[config.mk]
export PLATFORM = sky130hd
export DESIGN_NAME = dwmd_top
export DESIGN_NICKNAME = d
export VERILOG_FILES = /design/src/rtl/dwmd_mode_regs.v /design/src/rtl/dwmd_decode.v /design/src/rtl/dwmd_top.v
export VERILOG_INCLUDE_DIRS = /design/src /design/src/pkg
export SDC_FILE = /design/constraint.sdc
export NUM_CORES = 1
export LEC_CHECK = 0
export BUFFER_PORTS_ARGS = -buffer_cell sky130_fd_sc_hd__buf_2
export CAP_MARGIN = 30
export CORE_ASPECT_RATIO = 0.75
export CORE_MARGIN = 2
export CORE_UTILIZATION = 54
export DETAILED_ROUTE_END_ITERATION = 7
export HOLD_SLACK_MARGIN = 0.08
export PLACE_DENSITY = 0.82
export RECOVER_POWER = 100
export SETUP_SLACK_MARGIN = 0.4
export SYNTH_ARGS = -nofsm -noshare
export SYNTH_HDL_FRONTEND = slang
export SYNTH_SLANG_ARGS = --single-unit
[constraint.sdc]
create_clock -name clk -period 2.8 [get_ports clk]
set_input_delay 0.14 -clock clk [delete_from_list [all_inputs] [get_ports clk]]
set_output_delay 0.14 -clock clk [all_outputs]
set_load 0.03 [all_outputs]
[src/pkg/dwmd_map.vh]
// Offsets, field positions, codes and reset values of the word mode decoder
`ifndef DWMD_MAP_VH
`define DWMD_MAP_VH

// Bus word fields
`define DWMD_BIT_INSTR      15
`define DWMD_BIT_CTRL       14
`define DWMD_FLD_CODE_HI    13
`define DWMD_FLD_CODE_LO    11

// Status A fields carrying the pen hit enable and its write qualifier
`define DWMD_SA_PEN_VAL     5
`define DWMD_SA_PEN_WE      6

// Control mode codes held in the control mode register
`define DWMD_CTRL_GRAPHIC   3'h0
`define DWMD_CTRL_JUMP      3'h4
`define DWMD_CTRL_NOOP      3'h5
`define DWMD_CTRL_STAT_A    3'h6
`define DWMD_CTRL_STAT_B    3'h7

// Four bit selected mode codes seen by the 4-to-16 decoder
`define DWMD_CODE_GLYPH     4'h0
`define DWMD_CODE_SHORT_LN  4'h1
`define DWMD_CODE_LONG_LN   4'h2
`define DWMD_CODE_DOT       4'h3
`define DWMD_CODE_PLOT_X    4'h4
`define DWMD_CODE_PLOT_Y    4'h5
`define DWMD_CODE_REL_DOT   4'h6
`define DWMD_CODE_SPARE_D   4'h7
`define DWMD_CODE_GRAPHIC   4'h8
`define DWMD_CODE_SPARE_C1  4'h9
`define DWMD_CODE_SPARE_C2  4'hA
`define DWMD_CODE_SPARE_C3  4'hB
`define DWMD_CODE_JUMP      4'hC
`define DWMD_CODE_NOOP      4'hD
`define DWMD_CODE_STAT_A    4'hE
`define DWMD_CODE_STAT_B    4'hF

// Register word indices (byte address is four times the index)
`define DWMD_REG_CTRL       2'h0
`define DWMD_REG_STATUS     2'h1
`define DWMD_REG_WORD       2'h2
`define DWMD_REG_DECODE     2'h3

// Control register fields and reset values
`define DWMD_CTRL_RUN_BIT   0
`define DWMD_CTRL_UNHANG    1
`define DWMD_RUN_RESET      1'h1

`endif

[src/rtl/dwmd_mode_regs.v]
// Control and data mode registers with the control-word and word flags
`timescale 1ns/100ps
`include "dwmd_map.vh"

module dwmd_mode_regs (
    // Clock and reset
    input  wire       clk,
    input  wire       reset,
    // Latch request and bus word
    input  wire       load,
    input  wire [15:0] bus_data,
    // Register state
    output reg  [2:0] ctrl_mode_reg,
    output reg  [2:0] data_mode_reg,
    output reg        cont_word_reg,
    output reg        word_flag_reg,
    output reg        clear_word_reg
);

    wire       is_instr;
    wire       is_ctrl;
    wire [2:0] op_bits;

    assign is_instr = bus_data[`DWMD_BIT_INSTR];
    assign is_ctrl  = bus_data[`DWMD_BIT_CTRL];
    assign op_bits  = bus_data[`DWMD_FLD_CODE_HI:`DWMD_FLD_CODE_LO];

    // Mode registers change only on an instruction word
    always @(posedge clk) begin
        if (reset) begin
            ctrl_mode_reg <= `DWMD_CTRL_GRAPHIC;
            data_mode_reg <= 3'h0;
        end else if (load && is_instr) begin
            if (is_ctrl) begin
                ctrl_mode_reg <= op_bits;
            end else begin
                ctrl_mode_reg <= `DWMD_CTRL_GRAPHIC;
                data_mode_reg <= op_bits;
            end
        end
    end

    // Flags; load is withheld on a jump address word so nothing moves
    always @(posedge clk) begin
        if (reset) begin
            cont_word_reg  <= 1'b0;
            word_flag_reg  <= 1'b0;
            clear_word_reg <= 1'b0;
        end else begin
            clear_word_reg <= load && is_instr;
            if (load && is_instr) begin
                word_flag_reg <= 1'b0;
                cont_word_reg <= 1'b1;
            end else if (load) begin
                word_flag_reg <= 1'b1;
                cont_word_reg <= 1'b0;
            end
        end
    end

endmodule // dwmd_mode_regs

[src/rtl/dwmd_decode.v]
// Registered 4-to-16 mode decoder, one output asserted per decode
`timescale 1ns/100ps
`include "dwmd_map.vh"

module dwmd_decode (
    // Clock and reset
    input  wire        clk,
    input  wire        reset,
    // Decode request
    input  wire        enable,
    input  wire [3:0]  code,
    // One-hot result
    output reg  [15:0] dec_reg,
    output reg         line_reg
);

    genvar i;

    // One flop per decoder output
    generate
        for (i = 0; i < 16; i = i + 1) begin : g_dec
            always @(posedge clk) begin
                if (reset) begin
                    dec_reg[i] <= 1'b0;
                end else begin
                    dec_reg[i] <= enable && (code == i);
                end
            end
        end
    endgenerate

    // Short and long lines share one select output
    always @(posedge clk) begin
        if (reset) begin
            line_reg <= 1'b0;
        end else begin
            line_reg <= enable && ((code == `DWMD_CODE_SHORT_LN) ||
                                   (code == `DWMD_CODE_LONG_LN));
        end
    end

endmodule // dwmd_decode

[src/rtl/dwmd_top.v]
// Display word mode decoder top with Avalon-MM register slave
//
// Contract
// - Mode registers load on the load strobe with bit 15 set; every taken word except a jump address decodes.
// - Instruction word raises the clear strobe unless a jump address is due.
// - Clear-word strobe clears the word flag and sets the control-word flag.
// - Control-word flag set passes control mode; a control select decodes.
// - A data word after graphic mode clears the control-word flag.
// - Flag clear passes the data mode code; a graphic select decodes.
// - Jump address word cannot clock the control-word flag.
// - Multiplexer yields a four-bit code; decoder asserts one output.
// - Status A select loads bus bit 5 into the pen hit enable flag when bit 6 is set.
// - The pen hit enable flag decides whether pen hits are accepted.
// - Unused codes hang the processor; software must never issue them.
// - A data word leaves both mode registers unchanged.
// - A data word decodes the previously loaded data mode code.
// - Control instructions with bit 14 high keep the data mode register.
// - Bit 14 low stores graphic mode code and loads the data op code.
// - Control instruction bits 11 to 13 load the control mode register.
// - Multiplexer takes control mode for instructions, data mode for data.
// - Graphic mode stores control code 000; 100 jump, 101 no-op, 11x status.
// - While a jump is in effect neither mode register is clocked.
// - Data codes: glyph, lines, dot, plot x, plot y, relative dot, spare.
`timescale 1ns/100ps
`include "dwmd_map.vh"

module dwmd_top (
    // Clock and reset
    input  wire        clk,
    input  wire        reset,
    // Fetched display word and timing
    input  wire [15:0] bus_data,
    input  wire        mode_load_strobe,
    input  wire        pen_hit,
    // Avalon-MM slave
    input  wire [1:0]  avs_address,
    input  wire        avs_read,
    input  wire        avs_write,
    input  wire [31:0] avs_writedata,
    output reg  [31:0] avs_readdata,
    output reg         avs_waitrequest,
    // Word handling strobes and flags
    output wire        clear_word_strobe,
    output wire        control_word_selected,
    output reg         jump_second_word_reading,
    output reg  [3:0]  selected_mode_code,
    // Control operation selects
    output wire        graphic_mode_select,
    output wire        jump_select,
    output wire        noop_select,
    output wire        status_a_select,
    output wire        status_b_select,
    // Graphic operation selects
    output wire        glyph_op_select,
    output wire        line_op_select,
    output wire        dot_op_select,
    output wire        plot_x_select,
    output wire        plot_y_select,
    output wire        relative_dot_select,
    // Status flags
    output reg         pen_hit_enable,
    output reg         pen_hit_accepted,
    output reg         decode_hang
);

    // Sequencer states, one-hot
    localparam [2:0] ST_IDLE   = 3'b001;
    localparam [2:0] ST_DECODE = 3'b010;
    localparam [2:0] ST_JADDR  = 3'b100;

    reg  [2:0]  state_reg;
    reg  [2:0]  state_next;
    reg  [15:0] word_reg;
    reg         run_reg;
    reg  [15:0] last_dec_reg;
    reg         unhang_reg;

    wire [2:0]  ctrl_mode;
    wire [2:0]  data_mode;
    wire        cont_word;
    wire        word_flag;
    wire        clear_word;
    wire [15:0] dec;
    wire        line_dec;
    wire        accept;
    wire        jaddr_take;
    wire [3:0]  code_now;
    wire        code_unused;
    wire        do_decode;
    wire        bus_req;
    wire        bus_ack;

    // A strobe is taken only between decodes and while running
    assign accept = mode_load_strobe && (state_reg == ST_IDLE) &&
                    run_reg && !decode_hang;

    // The word after a jump is an address; it is consumed untouched
    assign jaddr_take = mode_load_strobe && (state_reg == ST_JADDR) &&
                        run_reg && !decode_hang;

    assign do_decode = (state_reg == ST_DECODE);

    // Mode select multiplexer, flag follows bit 15 of the last word
    assign code_now = cont_word ? {1'b1, ctrl_mode}
                                : {1'b0, data_mode};

    // Codes with no connection stall the processor
    assign code_unused = (code_now == `DWMD_CODE_SPARE_D)  ||
                         (code_now == `DWMD_CODE_SPARE_C1) ||
                         (code_now == `DWMD_CODE_SPARE_C2) ||
                         (code_now == `DWMD_CODE_SPARE_C3);

    // Mode registers and word flags
    dwmd_mode_regs u_mode_regs (
        .clk            (clk),
        .reset          (reset),
        .load           (accept),
        .bus_data       (bus_data),
        .ctrl_mode_reg  (ctrl_mode),
        .data_mode_reg  (data_mode),
        .cont_word_reg  (cont_word),
        .word_flag_reg  (word_flag),
        .clear_word_reg (clear_word)
    );

    // Registered 4-to-16 decode of the selected code
    dwmd_decode u_decode (
        .clk      (clk),
        .reset    (reset),
        .enable   (do_decode),
        .code     (code_now),
        .dec_reg  (dec),
        .line_reg (line_dec)
    );

    // Decoder flops drive the select outputs directly
    assign clear_word_strobe     = clear_word;
    assign control_word_selected = cont_word;
    assign graphic_mode_select   = dec[`DWMD_CODE_GRAPHIC];
    assign jump_select           = dec[`DWMD_CODE_JUMP];
    assign noop_select           = dec[`DWMD_CODE_NOOP];
    assign status_a_select       = dec[`DWMD_CODE_STAT_A];
    assign status_b_select       = dec[`DWMD_CODE_STAT_B];
    assign glyph_op_select       = dec[`DWMD_CODE_GLYPH];
    assign line_op_select        = line_dec;
    assign dot_op_select         = dec[`DWMD_CODE_DOT];
    assign plot_x_select         = dec[`DWMD_CODE_PLOT_X];
    assign plot_y_select         = dec[`DWMD_CODE_PLOT_Y];
    assign relative_dot_select   = dec[`DWMD_CODE_REL_DOT];

    // Sequencer next state
    always @* begin
        state_next = state_reg;
        case (state_reg)
            ST_IDLE: begin
                if (accept) begin
                    state_next = ST_DECODE;
                end
            end
            ST_DECODE: begin
                if (word_reg[`DWMD_BIT_INSTR] &&
                    (code_now == `DWMD_CODE_JUMP)) begin
                    state_next = ST_JADDR;
                end else begin
                    state_next = ST_IDLE;
                end
            end
            ST_JADDR: begin
                if (jaddr_take) begin
                    state_next = ST_IDLE;
                end
            end
            default: begin
                state_next = ST_IDLE;
            end
        endcase
    end

    // Sequencer state and latched word
    always @(posedge clk) begin
        if (reset) begin
            state_reg <= ST_IDLE;
            word_reg  <= 16'h0000;
        end else begin
            state_reg <= state_next;
            if (accept) begin
                word_reg <= bus_data;
            end
        end
    end

    // Jump address pulse and the code shown at decode time
    always @(posedge clk) begin
        if (reset) begin
            jump_second_word_reading <= 1'b0;
            selected_mode_code       <= `DWMD_CODE_GRAPHIC;
        end else begin
            jump_second_word_reading <= jaddr_take;
            if (do_decode) begin
                selected_mode_code <= code_now;
            end
        end
    end

    // Status A load; only the pen enable is kept here, and only when
    // its write qualifier is set, so other status A loads leave it alone
    always @(posedge clk) begin
        if (reset) begin
            pen_hit_enable <= 1'b0;
        end else if (do_decode && (code_now == `DWMD_CODE_STAT_A) &&
                     word_reg[`DWMD_SA_PEN_WE]) begin
            pen_hit_enable <= word_reg[`DWMD_SA_PEN_VAL];
        end
    end

    // Pen hits pass only while enabled
    always @(posedge clk) begin
        if (reset) begin
            pen_hit_accepted <= 1'b0;
        end else begin
            pen_hit_accepted <= pen_hit && pen_hit_enable;
        end
    end

    // Hang on an unused code; set wins over a software release
    always @(posedge clk) begin
        if (reset) begin
            decode_hang <= 1'b0;
        end else if (do_decode && code_unused) begin
            decode_hang <= 1'b1;
        end else if (unhang_reg) begin
            decode_hang <= 1'b0;
        end
    end

    // Last decode kept for software inspection
    always @(posedge clk) begin
        if (reset) begin
            last_dec_reg <= 16'h0000;
        end else if (do_decode) begin
            last_dec_reg <= 16'h0001 << code_now;
        end
    end

    // Bus slave answers one cycle after a request is seen
    assign bus_req = avs_read || avs_write;
    assign bus_ack = bus_req && !avs_waitrequest;

    always @(posedge clk) begin
        if (reset) begin
            avs_waitrequest <= 1'b1;
        end else if (bus_req && avs_waitrequest) begin
            avs_waitrequest <= 1'b0;
        end else begin
            avs_waitrequest <= 1'b1;
        end
    end

    // Control register writes take effect on the acknowledging edge
    always @(posedge clk) begin
        if (reset) begin
            run_reg    <= `DWMD_RUN_RESET;
            unhang_reg <= 1'b0;
        end else begin
            unhang_reg <= 1'b0;
            if (bus_ack && avs_write &&
                (avs_address == `DWMD_REG_CTRL)) begin
                run_reg    <= avs_writedata[`DWMD_CTRL_RUN_BIT];
                unhang_reg <= avs_writedata[`DWMD_CTRL_UNHANG];
            end
        end
    end

    // Read data sampled when the request is first seen
    always @(posedge clk) begin
        if (reset) begin
            avs_readdata <= 32'h00000000;
        end else if (bus_req && avs_waitrequest && avs_read) begin
            case (avs_address)
                `DWMD_REG_CTRL: begin
                    avs_readdata <= {31'h00000000, run_reg};
                end
                `DWMD_REG_STATUS: begin
                    avs_readdata <= {23'h000000,
                                     (state_reg == ST_JADDR),
                                     decode_hang,
                                     pen_hit_enable,
                                     word_flag,
                                     cont_word,
                                     code_now};
                end
                `DWMD_REG_WORD: begin
                    avs_readdata <= {16'h0000, word_reg};
                end
                `DWMD_REG_DECODE: begin
                    avs_readdata <= {16'h0000, last_dec_reg};
                end
                default: begin
                    avs_readdata <= 32'h00000000;
                end
            endcase
        end
    end

endmodule // dwmd_top

Yosys cells after proc, flatten, opt, wreduce, memory -nomap -nowiden
Cells that the tools add are included.
- equality and inequality tests: 23
- shifts and indexed selects: 1
- muxes and demuxes: 12
- bitwise gates (word level): 2
- reductions and logical operators: 42
- operator list (cell ; count):
    one-hot mux 32 bit (4 select lines) ; 1
    equality test 4 bit, second input constant ; 8
    logical AND 1 bit ; 27
    equality test 4 x 3 -> 1 bit, second input constant ; 4
    << shifter 1 x 4 -> 16 bit, first input constant ; 1
    2-to-1 mux 3 bit ; 4
    one-hot mux 3 bit (3 select lines) ; 1
    equality test 4 x 2 -> 1 bit, second input constant ; 2
    logical OR 1 bit ; 5
    2-to-1 mux 1 bit ; 5
    equality test 2 bit, second input constant ; 2
    equality test 4 x 1 -> 1 bit, second input constant ; 1
    logical NOT 4 bit ; 1
    2-to-1 mux 4 bit ; 1
    AND reduction 2 bit ; 2
    nonzero test 2 bit ; 2
    OR reduction 2 bit ; 2
    equality test 3 x 1 -> 1 bit, second input constant ; 1
    equality test 3 x 2 -> 1 bit, second input constant ; 1
    equality test 3 bit, second input constant ; 1
    equality test 2 x 1 -> 1 bit, second input constant ; 1
    logical NOT 1 bit ; 2
    logical NOT 2 bit ; 1
    != test 2 x 1 -> 1 bit, second input constant ; 1
    2 further kinds ; 3
- register bits after elaboration: 98
- output and inout bits: 54

Longest topological paths before layout
Gate-level depths: netlist of the first run.
- word-level depth: 7
- depth in mapped cells: 7
- gate-level depth less buffers: 4

Modules after synthesis
Synthesis of the first run repeated with hierarchy kept, for this count alone.
- cell total of the unflattened synthesis: 396
- area total of the unflattened synthesis: 3616.0 µm²
- by module, submodules not included (module ; times used ; cells each ; area an instance (µm²) ; sequential area each (µm²)):
    dwmd_top ; 1 ; 317 ; 2753.9 ; 1241.2
    dwmd_decode ; 1 ; 41 ; 480.5 ; 340.3
    dwmd_mode_regs ; 1 ; 38 ; 381.6 ; 180.2

Least setup slack after synthesis of the first run
OpenSTA, ideal clock, no wires.
- kind: register -> register
- start: register decode_hang
- end: register word_reg[6]
- library setup time: 0.132 ns
- arrival: 1.430 ns
- required time: 2.668 ns
- setup slack: 1.238 ns
- cell stages (with the launch flop): 8
- path buffers: 3
- period minus slack after synthesis: 1.562 ns
- cell sequence: dfxtp_1 > and3b_1 > clkbuf_2 > and3_1 > buf_2 > buf_4 > nand2_1 > a21oi_1
- cells in the longest elaborated chain, start to end: 2
- RTL lines (item ; line ; RTL):
    from (decl) ; dwmd_top.v:63 ; output reg decode_hang
    from (signal assigned) ; dwmd_top.v:228 ; decode_hang <= 1'b0;
    from (signal assigned) ; dwmd_top.v:230 ; decode_hang <= 1'b1;
    from (signal assigned) ; dwmd_top.v:232 ; decode_hang <= 1'b0;
    logical NOT 1 bit ; dwmd_top.v:95 ; run_reg && !decode_hang;
    logical AND 1 bit ; dwmd_top.v:95 ;
    to (signal assigned) ; dwmd_top.v:187 ; word_reg <= bus_data;
    to (decl) ; dwmd_top.v:73 ; reg [15:0] word_reg;
Every way passes these cells.
A chain may end at the register's enable or synchronous reset.

Final worst setup path of the first run
- start: input port reset
- end: register avs_waitrequest
- RTL lines (item ; line ; RTL):
    from (decl) ; dwmd_top.v:30 ; input wire reset,
    to (signal assigned) ; dwmd_top.v:251 ; avs_waitrequest <= 1'b1;
    to (signal assigned) ; dwmd_top.v:253 ; avs_waitrequest <= 1'b0;
    to (signal assigned) ; dwmd_top.v:255 ; avs_waitrequest <= 1'b1;
    to (decl) ; dwmd_top.v:41 ; output reg avs_waitrequest,
No word-level cell between the ends.

==> flow_metrics.env, run 1 <==
export IMPL_cts_buffer_depth=2
export IMPL_crit_type="in -> reg"
export IMPL_dr_pass1_iters=5
export IMPL_grt_pass1_vias=2692
export IMPL_synth_async_reset_ratio_pct=0
export IMPL_die_h_um=71.90
export IMPL_postCtsResizedCells=0
export IMPL_ys_warn_count=0
export IMPL_nNetsFinal=512
export IMPL_htreeDepth=3
export IMPL_regToRegSetupSlack_ns=0.80
export IMPL_track_usage_pct=24.99
export IMPL_hp_class="in -> reg"
export IMPL_seq_area_um2=1642
export IMPL_p_total_mw=2.369
export IMPL_n_fill_cell=530
export IMPL_ys_seq_elements=82
export IMPL_p_per_area_nw_per_um2=604.8
export IMPL_fp_dieArea_um2=6797
export IMPL_cp_max_fo=25
export IMPL_routed_via_count=2982
export IMPL_start_util_pct=56.40
export IMPL_hold_viol=0
export IMPL_cts_sinks=82
export IMPL_via_per_inst=5.532
export IMPL_start_kind="input pin"
export IMPL_avgRoutedWirePerCell_um=15.29
export IMPL_crit_start="reset"
export IMPL_ir_drop_mv=0.4294
export IMPL_critPathCapture="avs_waitrequest"
export IMPL_drc=0
export IMPL_status="completed"
export IMPL_rsz0062_at_grt="false"
export IMPL_synth_edf_count=0
export IMPL_area_delta_synth_final_pct=17.98
export IMPL_finalMaxSlewViolations=0
export IMPL_grt_pass1_wl_mm=13.11
export IMPL_cap_viol_max_count=0
export IMPL_finalSetupTns_ns=0
export IMPL_cts_tree="done"
export IMPL_multi_input_area_um2=1486
export IMPL_drtAntennaViolNets=0
export IMPL_fin_crit_sh_pct=74.66
export IMPL_post_cts_buffers=0
export IMPL_rows=24
export IMPL_power_leakage_nw=1.493
export IMPL_synthCells=382
export IMPL_cts_buffers=9
export IMPL_cts_root_buf="clkbuf_8"
export IMPL_worst_slew_pin_slew_ns=1.267
export IMPL_synth_cell_types=44
export IMPL_clk_pin_slew_worst_paths_ns=0.08
export IMPL_die_w_um=94.53
export IMPL_fmax_ghz=0.4783
export IMPL_min_period_ns=2.091
export IMPL_slew_headroom_pct=15.33
export IMPL_syn_cell_area_um2=3319
export IMPL_seq_area_frac_synth_pct=49.45
export IMPL_diodes=0
export IMPL_cp_required_ns=3.10
export IMPL_grt_start_max_net_pins=33
export IMPL_place_hpwl_mm=5.565
export IMPL_clk_latency_ns=0.35
export IMPL_whs_ns=0.1030
export IMPL_setup_viol=0
export IMPL_worstPathArrival_ns=2.39
export IMPL_layout_drive_gt1_share_pct=12.58
export IMPL_grt_ovfl_total=0
export IMPL_final_util_pct=66.54
export IMPL_port_buffers=63
export IMPL_antenna_found_initial=0
export IMPL_core_area_um2=5886
export IMPL_io_pins=110
export IMPL_r2r_end="last_dec_reg[15]"
export IMPL_postSynthAreaPerCell_um2=8.690
export IMPL_placed_cell_area_um2=3580
export IMPL_worstReg2RegStart="state_reg[1]"
export IMPL_totalWireLength_mm=8.243
export IMPL_skew_ns=0.006100
export IMPL_end_kind="flip-flop"
export IMPL_place_congestion=0.8328
export IMPL_ys_flop_type="dfxtp_1"
export IMPL_final_cell_area_um2=3916
export IMPL_drt_initial_drc_count=331
export IMPL_reg2reg_depth=4
layout by cell type (no fill, tap or decap), types with 2 or more instances in the layout:
cell / n
mux2_2: 16
or3_1: 2
a21oi_1: 45
a221oi_1: 4
nor3b_1: 2
a211oi_1: 2
nor3_1: 3
buf_2: 24
nand3_1: 5
nand2b_1: 5
clkbuf_8: 10
o21a_1: 3
mux2i_1: 6
nor2_1: 45
clkinv_2: 2
nand2_1: 70
a22oi_1: 7
conb_1: 16
and3_1: 5
nor2b_1: 3
nand4_1: 3
dfxtp_1: 82
dlygate4sd3_1: 21
a21o_1: 3
nand3b_1: 3
clkbuf_1: 39
o21ai_0: 16
final cells by class:
type | instances | share of cell area [%]
clock buffer | 10 | 3.514
tap | 78 | 2.492
clock inverter | 6 | 1.661
sequential | 82 | 41.92
multi-input combinational | 277 | 37.96
timing repair buffer | 85 | 12.36
inverter | 1 | 0.09585
where the power goes:
| group | internal [mW] | total, mW | switching (mW) | leakage [nW] |
|---|---|---|---|---|
| logic | 0.0876 | 0.268 | 0.180 | 0.724 |
| registers | 1.20 | 1.23 | 0.0303 | 0.666 |
| clock network | 0.438 | 0.868 | 0.431 | 0.103 |
| total | 1.73 | 2.37 | 0.641 | 1.49 |
metal layers:
| layer | GRT usage (%) | vias to the layer above | routed length (µm) |
|---|---|---|---|
| met5 | 0 | - | 0 |
| li1 | - | 1427 | - |
| met3 | 7.477 | 9 | 774 |
| met4 | 6.441 | 0 | 70 |
| met1 | 35.41 | 1403 | 3841 |
| met2 | 37.78 | 143 | 3557 |
synthesized netlist by cell type (2+ instances only):
cell / number / area [µm²]
a221oi_1: 4 / 35.03
nor2b_1: 3 / 18.77
and3_1: 5 / 31.28
nand3b_1: 3 / 22.52
buf_2: 4 / 20.02
mux2_2: 16 / 180.2
clkbuf_1: 14 / 52.55
o21a_1: 3 / 22.52
nand2b_1: 5 / 31.28
a21o_1: 3 / 22.52
nor3b_2: 2 / 25.02
dfxtp_1: 82 / 1642
nand2_1: 70 / 262.8
a211oi_1: 2 / 15.01
nor2_1: 45 / 168.9
a22oi_1: 7 / 52.55
o21ai_0: 16 / 80.08
nand3_1: 4 / 20.02
a21oi_1: 45 / 225.2
nor3_1: 2 / 10.01
mux2i_1: 6 / 60.06
nand4_1: 3 / 18.77
buf_4: 17 / 127.6
timing repair:
action	in CTS	in global routing
hold buffers	21	0
endpoints found under the hold margin	24	0
endpoints found under the setup margin	0	0
kinds of logic (layout without fill, tap and decap cells):
logic type	Yosys count	in the layout	share of synthesized area [%]
AO/OA/AOI/OAI	87	87	15.38
buffers and inverters	38	102	6.634
flip-flops	82	82	49.45
multiplexers	22	22	7.237
other	1	16	0.1130
AND/OR/NAND/NOR	152	152	21.18
worst min path at each step:
stage / start / endpoint / slack, ns / cells past startpoint
2_1_floorplan: bus_data[15] / u_mode_regs.word_flag_reg / 0.23 / 1
3_3_place_gp: avs_writedata[0] / run_reg / 0.35 / 3
3_5_place_dp: bus_data[15] / u_mode_regs.word_flag_reg / 0.36 / 2
4_1_cts: mode_load_strobe / jump_second_word_reading / 0.12 / 3
5_1_grt: mode_load_strobe / jump_second_word_reading / 0.10 / 3
6_report: mode_load_strobe / jump_second_word_reading / 0.10 / 3
critical path, cell delays in order:
cell and delay, ns:
clkbuf_1 0.83, inv_1 0.60, o211ai_1 0.24, dlygate4sd3_1 0.57
per-stage QoR:
stage / setup slack [ns] / std cells
floorplan: 1.238 / 397
global placement: 0.9764 / 502
detailed placement: 0.9261 / 502
CTS: 0.9261 / 539
global route: 0.5943 / 539
finish: 0.7095 / 539
(Power assumes the default switching activity.)
==> run 2: changes to the inputs <==
--- a/config.mk
+++ b/config.mk
@@ -6,14 +6,15 @@
 export SDC_FILE = /design/constraint.sdc
 export NUM_CORES = 1
 export LEC_CHECK = 0
+export ABC_AREA = 1
 export BUFFER_PORTS_ARGS = -buffer_cell sky130_fd_sc_hd__buf_2
 export CAP_MARGIN = 30
 export CORE_ASPECT_RATIO = 0.75
 export CORE_MARGIN = 2
-export CORE_UTILIZATION = 54
+export CORE_UTILIZATION = 46
 export DETAILED_ROUTE_END_ITERATION = 7
 export HOLD_SLACK_MARGIN = 0.08
-export PLACE_DENSITY = 0.82
+export PLACE_DENSITY = 0.73
 export RECOVER_POWER = 100
 export SETUP_SLACK_MARGIN = 0.4
 export SYNTH_ARGS = -nofsm -noshare
==> constraint.sdc (replaced) <==
create_clock -name clk -period 1.88 [get_ports clk]
set_input_delay 0.094 -clock clk [delete_from_list [all_inputs] [get_ports clk]]
set_output_delay 0.094 -clock clk [all_outputs]
set_load 0.03 [all_outputs]
==> run 2 against run 1 <==
Global-route usage decreased by 2.8 points. Setup slack got worse by 0.39 ns. Power increased by 57%. Die area increased by 20%. Critical path type is now reg -> reg. Critical endpoint is now word_reg[14]. Highest routed layer unchanged.
==> flow_metrics.env, run 2 <==
export IMPL_layout_drive_gt1_share_pct=13.63
export IMPL_drt_initial_drc_count=232
export IMPL_worstPathArrival_ns=1.80
export IMPL_ys_top_cells_by_count="nand2_1 (126), dfxtp_1 (82), nor2_1 (53)"
export IMPL_cts_sinks=82
export IMPL_postSynthAreaPerCell_um2=7.633
export IMPL_intPower_mw=2.704
export IMPL_grt_start_max_net_pins=30
export IMPL_finalSetupTns_ns=0
export IMPL_synth_area_leaders="dfxtp_1 (48%), nand2_1 (14%), nor2_1 (5.8%), buf_4 (4.4%), a21oi_1 (4.2%)"
export IMPL_place_congestion=0.9294
export IMPL_htreeDepth=3
export IMPL_slew_headroom_pct=65.43
export IMPL_fmax_ghz=0.6425
export IMPL_pwr_share_comb_pct=12.3
export IMPL_routed_via_count=3140
export IMPL_switchingPower_mw=1.016
export IMPL_fin_crit_sh_pct=82.79
export IMPL_synth_area_leader_cell="dfxtp_1"
export IMPL_cts_buffer_depth=2
export IMPL_finalMaxSlewViolations=0
export IMPL_drtAntennaViolNets=0
export IMPL_nNetsFinal=594
export IMPL_cts_buffers=9
export IMPL_wl_met2_mm=3.820
export IMPL_syn_cell_area_um2=3427
export IMPL_via_per_inst=4.876
export IMPL_crit_chain="inv_1 -> nand3_1 -> nor2_4 -> inv_2 -> o21ai_0 -> a21oi_2"
export IMPL_rows=27
export IMPL_dr_pass1_iters=5
export IMPL_cp_max_fo=20
export IMPL_die_w_um=103.7
export IMPL_cts_tree="done"
export IMPL_synth_async_reset_ratio_pct=0
export IMPL_grt_ovfl_total=0
export IMPL_fp_dieArea_um2=8164
export IMPL_clk_pin_slew_worst_paths_ns=0.08
export IMPL_diodes=0
export IMPL_area_delta_synth_final_pct=20.30
export IMPL_io_pins=110
export IMPL_worst_slew_pin_slew_ns=0.5146
export IMPL_seq_area_frac_synth_pct=47.90
export IMPL_crit_path_top_delay_cell="dfxtp_1"
export IMPL_seq_area_um2=1642
export IMPL_port_buffers=63
export IMPL_skew_ns=0.009139
export IMPL_synth_top_area_share_pct=47.90
export IMPL_ys_seq_elements=82
export IMPL_wl_met1_mm=4.076
export IMPL_rsz0062_at_grt="false"
export IMPL_final_util_pct=56.50
export IMPL_start_util_pct=46.97
export IMPL_track_usage_pct=22.20
export IMPL_mostFrequentLayoutCells="nand2_1 (129), dfxtp_1 (82), nor2_1 (55)"
export IMPL_final_common_cell="nand2_1"
export IMPL_p_per_area_nw_per_um2=902.3
export IMPL_cts_root_buf="clkbuf_8"
export IMPL_die_h_um=78.75
export IMPL_antenna_found_initial=0
export IMPL_ys_flop_type="dfxtp_1"
export IMPL_clk_latency_ns=0.36
export IMPL_min_period_ns=1.556
export IMPL_avgRoutedWirePerCell_um=13.58
export IMPL_crit_type="reg -> reg"
export IMPL_totalWireLength_mm=8.746
export IMPL_ys_warn_count=0
export IMPL_status="completed"
export IMPL_grt_pass1_vias=2991
export IMPL_multi_input_area_um2=1405
export IMPL_p_total_mw=3.720
export IMPL_synth_most_common_cell="nand2_1"
export IMPL_ir_drop_mv=0.4534
export IMPL_synth_edf_count=0
export IMPL_synth_cell_types=30
export IMPL_clkPwrFrac_pct=38.1
export IMPL_end_kind="flip-flop"
export IMPL_core_area_um2=7297
export IMPL_share_seq_of_total_power_pct=49.6
export IMPL_whs_path_depth=4
export IMPL_cpPeakStageDelay_ns=0.35
export IMPL_whs_ns=0.1429
export IMPL_start_kind="flip-flop"
export IMPL_grt_pass1_wl_mm=14.18
export IMPL_hp_class="in -> reg"
export IMPL_synthCells=449
export IMPL_pre_cts_ws_ns=0.4443
export IMPL_wl_met3_um=723
export IMPL_place_hpwl_mm=6.018
export IMPL_n_fill_cell=724
export IMPL_power_switching_share_pct=27.31
export IMPL_drc=0
export IMPL_reg2reg_depth=6
export IMPL_fin_ws_ns=0.3236
export IMPL_cap_viol_max_count=0
export IMPL_cp_required_ns=2.12
export IMPL_setup_viol=0
export IMPL_power_leakage_nw=1.746
export IMPL_hold_viol=0
export IMPL_top_layer="met4"
[run 2: changes by cell type after synthesis, moves of 7 or more]
cell,previous run,this run
a21oi_1,45,29
a21oi_2,0,8
clkbuf_1,14,2
inv_1,1,24
inv_2,0,7
mux2_2,16,0
nand2_1,70,126
nand3_1,4,24
nor2_1,45,53
o21ai_1,0,8
[run 2: worst max-delay path, delay by kind of cell, from the launching register on]
kind            cells  cell delay (ns)
flops               1             0.35
simple gates        2             0.49
compound gates      2             0.31
buf+inv             2             0.28
[run 2: cell type report]
| type | count | share of cell area, % |
|---|---|---|
| well taps | 101 | 3.065 |
| flip-flops and latches | 82 | 39.82 |
| clock inverters | 7 | 2.458 |
| clock buffers | 9 | 3.005 |
| inverters | 32 | 2.974 |
| multi-input cells | 316 | 34.08 |
| repair buffers | 97 | 14.60 |
[run 2: logic make-up (layout without fill, tap and decap cells)]
group                  count (synthesis)  after routing  synth area share (%)
AO/OA/AOI/OAI                         71             71                 11.90
buffers and inverters                 66            145                 10.95
flip-flops                            82             82                 47.90
other                                  1             16                0.1094
AND/OR/NAND/NOR                      229            229                 29.13
[run 2: power by group through the flow]
stage | registers [mW] | clock network [mW] | logic [mW]
floorplan | 1.89 | 0 | 0.325
global route | 1.85 | 1.52 | 0.504
detailed placement | 1.88 | 0 | 0.411
global placement | 1.88 | 0 | 0.405
CTS | 1.84 | 1.44 | 0.450
finish | 1.84 | 1.42 | 0.459
[run 2: timing repair]
item,in CTS,in global routing
resized for setup,0,2
endpoints found under the setup margin,0,49
hold endpoints to repair,30,0
buffers inserted,0,4
hold buffers,26,0
[run 2: worst paths after layout]
check,from,end,slack (ns)
worst min-delay path,avs_read,avs_waitrequest,0.14
worst min register to register,selected_mode_code[3],selected_mode_code[3],0.46
worst max register to register,decode_hang,word_reg[14],0.32
worst max-delay path,decode_hang,word_reg[14],0.32
[run 2: stage by stage]
stage | instance area (µm²) | std cells
6_report | 4123 | 644
5_1_grt | 4123 | 644
4_1_cts | 4200 | 640
3_5_place_dp | 3715 | 598
3_3_place_gp | 3715 | 598
2_1_floorplan | 3483 | 464
[run 2: routing by layer]
layer	GRT usage, %	up-vias
met3	7.635	14
li1	-	1571
met5	0	-
met4	5.676	0
met2	35.83	127
met1	28.80	1428
==> run 3: changes to the inputs <==
==> constraint.sdc (replaced) <==
create_clock -name clk -period 1.25 [get_ports clk]
set_input_delay 0.0625 -clock clk [delete_from_list [all_inputs] [get_ports clk]]
set_output_delay 0.0625 -clock clk [all_outputs]
set_load 0.03 [all_outputs]
==> run 3 against run 2 <==
The flow now finishes with violations (hold timing, setup timing). Sequential share of layout area down 9.1 points. Final cell count increased by 9.5%. Critical path depth up 1. First-iteration DRC count grew 39%. Critical path type unchanged. Count of clock-buffer cells in the layout unchanged. Utilization up 20 points. Non-clock buffer count grew 58. Largest cell class is now multi-input combinational cells. Setup slack lost 0.33 ns. Power up 57%. Register-to-register slack worse by 0.33 ns. Die area unchanged. Global-route usage grew 3.5 points.
==> flow_metrics.env, run 3 (same netlist as run 2, synthesis figures left out) <==
export IMPL_status="finished, violations left"
export IMPL_violations="hold timing, setup timing"
export IMPL_antenna_found_initial=0
export IMPL_final_cell_area_um2=5564
export IMPL_hold_viol=1
export IMPL_final_common_cell="nand2_1"
export IMPL_cts_buffer_depth=2
export IMPL_drt_initial_drc_count=323
export IMPL_avgRoutedWirePerCell_um=15.70
export IMPL_track_usage_pct=25.66
export IMPL_fmax_ghz=0.7933
export IMPL_crit_chain="buf_6 -> nand2_4 -> o21ai_4 -> buf_6 -> nor2_4 -> nand2_2 -> o21ai_2"
export IMPL_crit_type="reg -> reg"
export IMPL_mostFrequentLayoutCells="nand2_1 (93), buf_6 (59), buf_4 (41)"
export IMPL_ir_drop_mv=0.9477
export IMPL_diodes=0
export IMPL_rows=27
export IMPL_p_total_mw=5.859
export IMPL_placed_cell_area_um2=3879
export IMPL_rsz0062_at_grt="true"
export IMPL_min_period_ns=1.261
export IMPL_drc=0
export IMPL_whs_ns=-0.01931
export IMPL_cts_tree="done"
export IMPL_final_util_pct=76.25
export IMPL_cap_viol_max_count=0
export IMPL_nNetsFinal=655
export IMPL_hp_class="in -> reg"
export IMPL_cts_root_buf="clkbuf_8"
export IMPL_power_leakage_nw=2.472
export IMPL_fin_crit_sh_pct=100.8
export IMPL_cts_buffers=9
export IMPL_path_buf_inv=2
export IMPL_via_per_inst=5.089
export IMPL_skew_ns=0.009631
export IMPL_worstReg2RegStart="u_mode_regs.cont_word_reg"
export IMPL_htreeDepth=3
export IMPL_hold_end="state_reg[1]"
export IMPL_hold_buffers=23
export IMPL_stdcell_count=705
export IMPL_cp_max_fo=6
export IMPL_place_congestion=0.8679
export IMPL_grt_pass1_vias=3364
export IMPL_area_delta_synth_final_pct=62.36
export IMPL_dp_cells=610
export IMPL_worst_path_most_repeated_cell="buf_6"
export IMPL_pre_cts_ws_ns=-0.0002116
export IMPL_start_util_pct=46.97
export IMPL_clk_latency_ns=0.37
export IMPL_start_kind="flip-flop"
export IMPL_totalWireLength_mm=11.07
export IMPL_grt_pass1_wl_mm=16.42
export IMPL_fin_ws_ns=-0.01056
export IMPL_regToRegSetupSlack_ns=-0.01
export IMPL_p_per_area_nw_per_um2=1053
export IMPL_grt_start_max_net_pins=39
export IMPL_setup_viol=4
export IMPL_cts_sinks=82
export IMPL_port_buffers=63
export IMPL_drtAntennaViolNets=0
export IMPL_worstPathArrival_ns=1.56
export IMPL_die_h_um=78.75
export IMPL_crit_path_top_delay_cell="dfxtp_4"
export IMPL_cp_top_family="flip-flops"
export IMPL_core_area_um2=7297
export IMPL_cpPeakStageDelay_ns=0.38
export IMPL_grt_ovfl_total=0
export IMPL_dr_pass1_iters=4
export IMPL_cp_required_ns=1.55
export IMPL_r2r_end="last_dec_reg[4]"
export IMPL_hold_start="reset"
export IMPL_clk_pin_slew_worst_paths_ns=0.08
export IMPL_finalMaxSlewViolations=0
export IMPL_whs_path_depth=2
export IMPL_reg2reg_depth=7
export IMPL_routed_via_count=3588
export IMPL_finalSetupTns_ns=-0.02246
export IMPL_fp_dieArea_um2=8164
export IMPL_die_w_um=103.7
export IMPL_layout_drive_gt1_share_pct=52.15
export IMPL_end_kind="flip-flop"
export IMPL_io_pins=110
export IMPL_place_hpwl_mm=6.182
run 3: changes by cell type in the layout (fill, tap and decap cells not counted), sizes merged:
| cell | delta |
|---|---|
| clkbuf | -38 |
| clkinv | +1 |
| buf | +99 |
| bufinv | -1 |
| inv | +5 |
| dlygate4sd3 | -3 |
| clkinvlp | -2 |
run 3: layout make-up:
class,count,area [µm²]
Multi-Input combinational cell,316,1892
Timing Repair Buffer,155,1465
Sequential cell,82,1710
Tap cell,101,126.4
Fill cell,472,1733
Clock buffer,9,123.9
Timing Repair inverter,3,25.02
Inverter,32,147.6
Clock inverter,7,73.82
run 3: how the worst max path moves through the flow:
stage | from | end | slack (ns) | cells past startpoint
5_1_grt | u_mode_regs.data_mode_reg[0] | pen_hit_enable | -0.07 | 8
3_3_place_gp | state_reg[2] | word_reg[3] | 0.02 | 6
3_5_place_dp | state_reg[2] | word_reg[5] | -0.0002 | 6
6_report | u_mode_regs.cont_word_reg | last_dec_reg[4] | -0.01 | 7
4_1_cts | decode_hang | word_reg[7] | 0.06 | 7
2_1_floorplan | decode_hang | word_reg[6] | 0.08 | 7
run 3: where the power goes:
part / switching (mW) / internal (mW)
sequential: 0.0818 / 2.71
clock: 1.02 / 0.943
combinational: 0.657 / 0.451
total: 1.76 / 4.10
run 3: worst register-to-register path, cell delays in order, from the launching register on:
cell     delay (ns)
dfxtp_4        0.38
buf_6          0.14
nand2_4        0.06
o21ai_4        0.07
buf_6          0.13
nor2_4         0.13
nand2_2        0.12
o21ai_2        0.16
run 3: metal layers:
metal	share of wire, %	global-route usage, %	up-vias
met4	2.1	6.757	0
met5	0	0	-
met2	49	43.44	156
met3	7.1	6.897	25
li1	-	-	1705
met1	42	32.82	1702
run 3: timing repair:
action	4_1_cts	5_1_grt
resized for setup	180	86
hold endpoints to repair	28	1
setup buffers	28	22
endpoints found under the setup margin	116	117
gates cloned	5	1
pin swaps	14	24
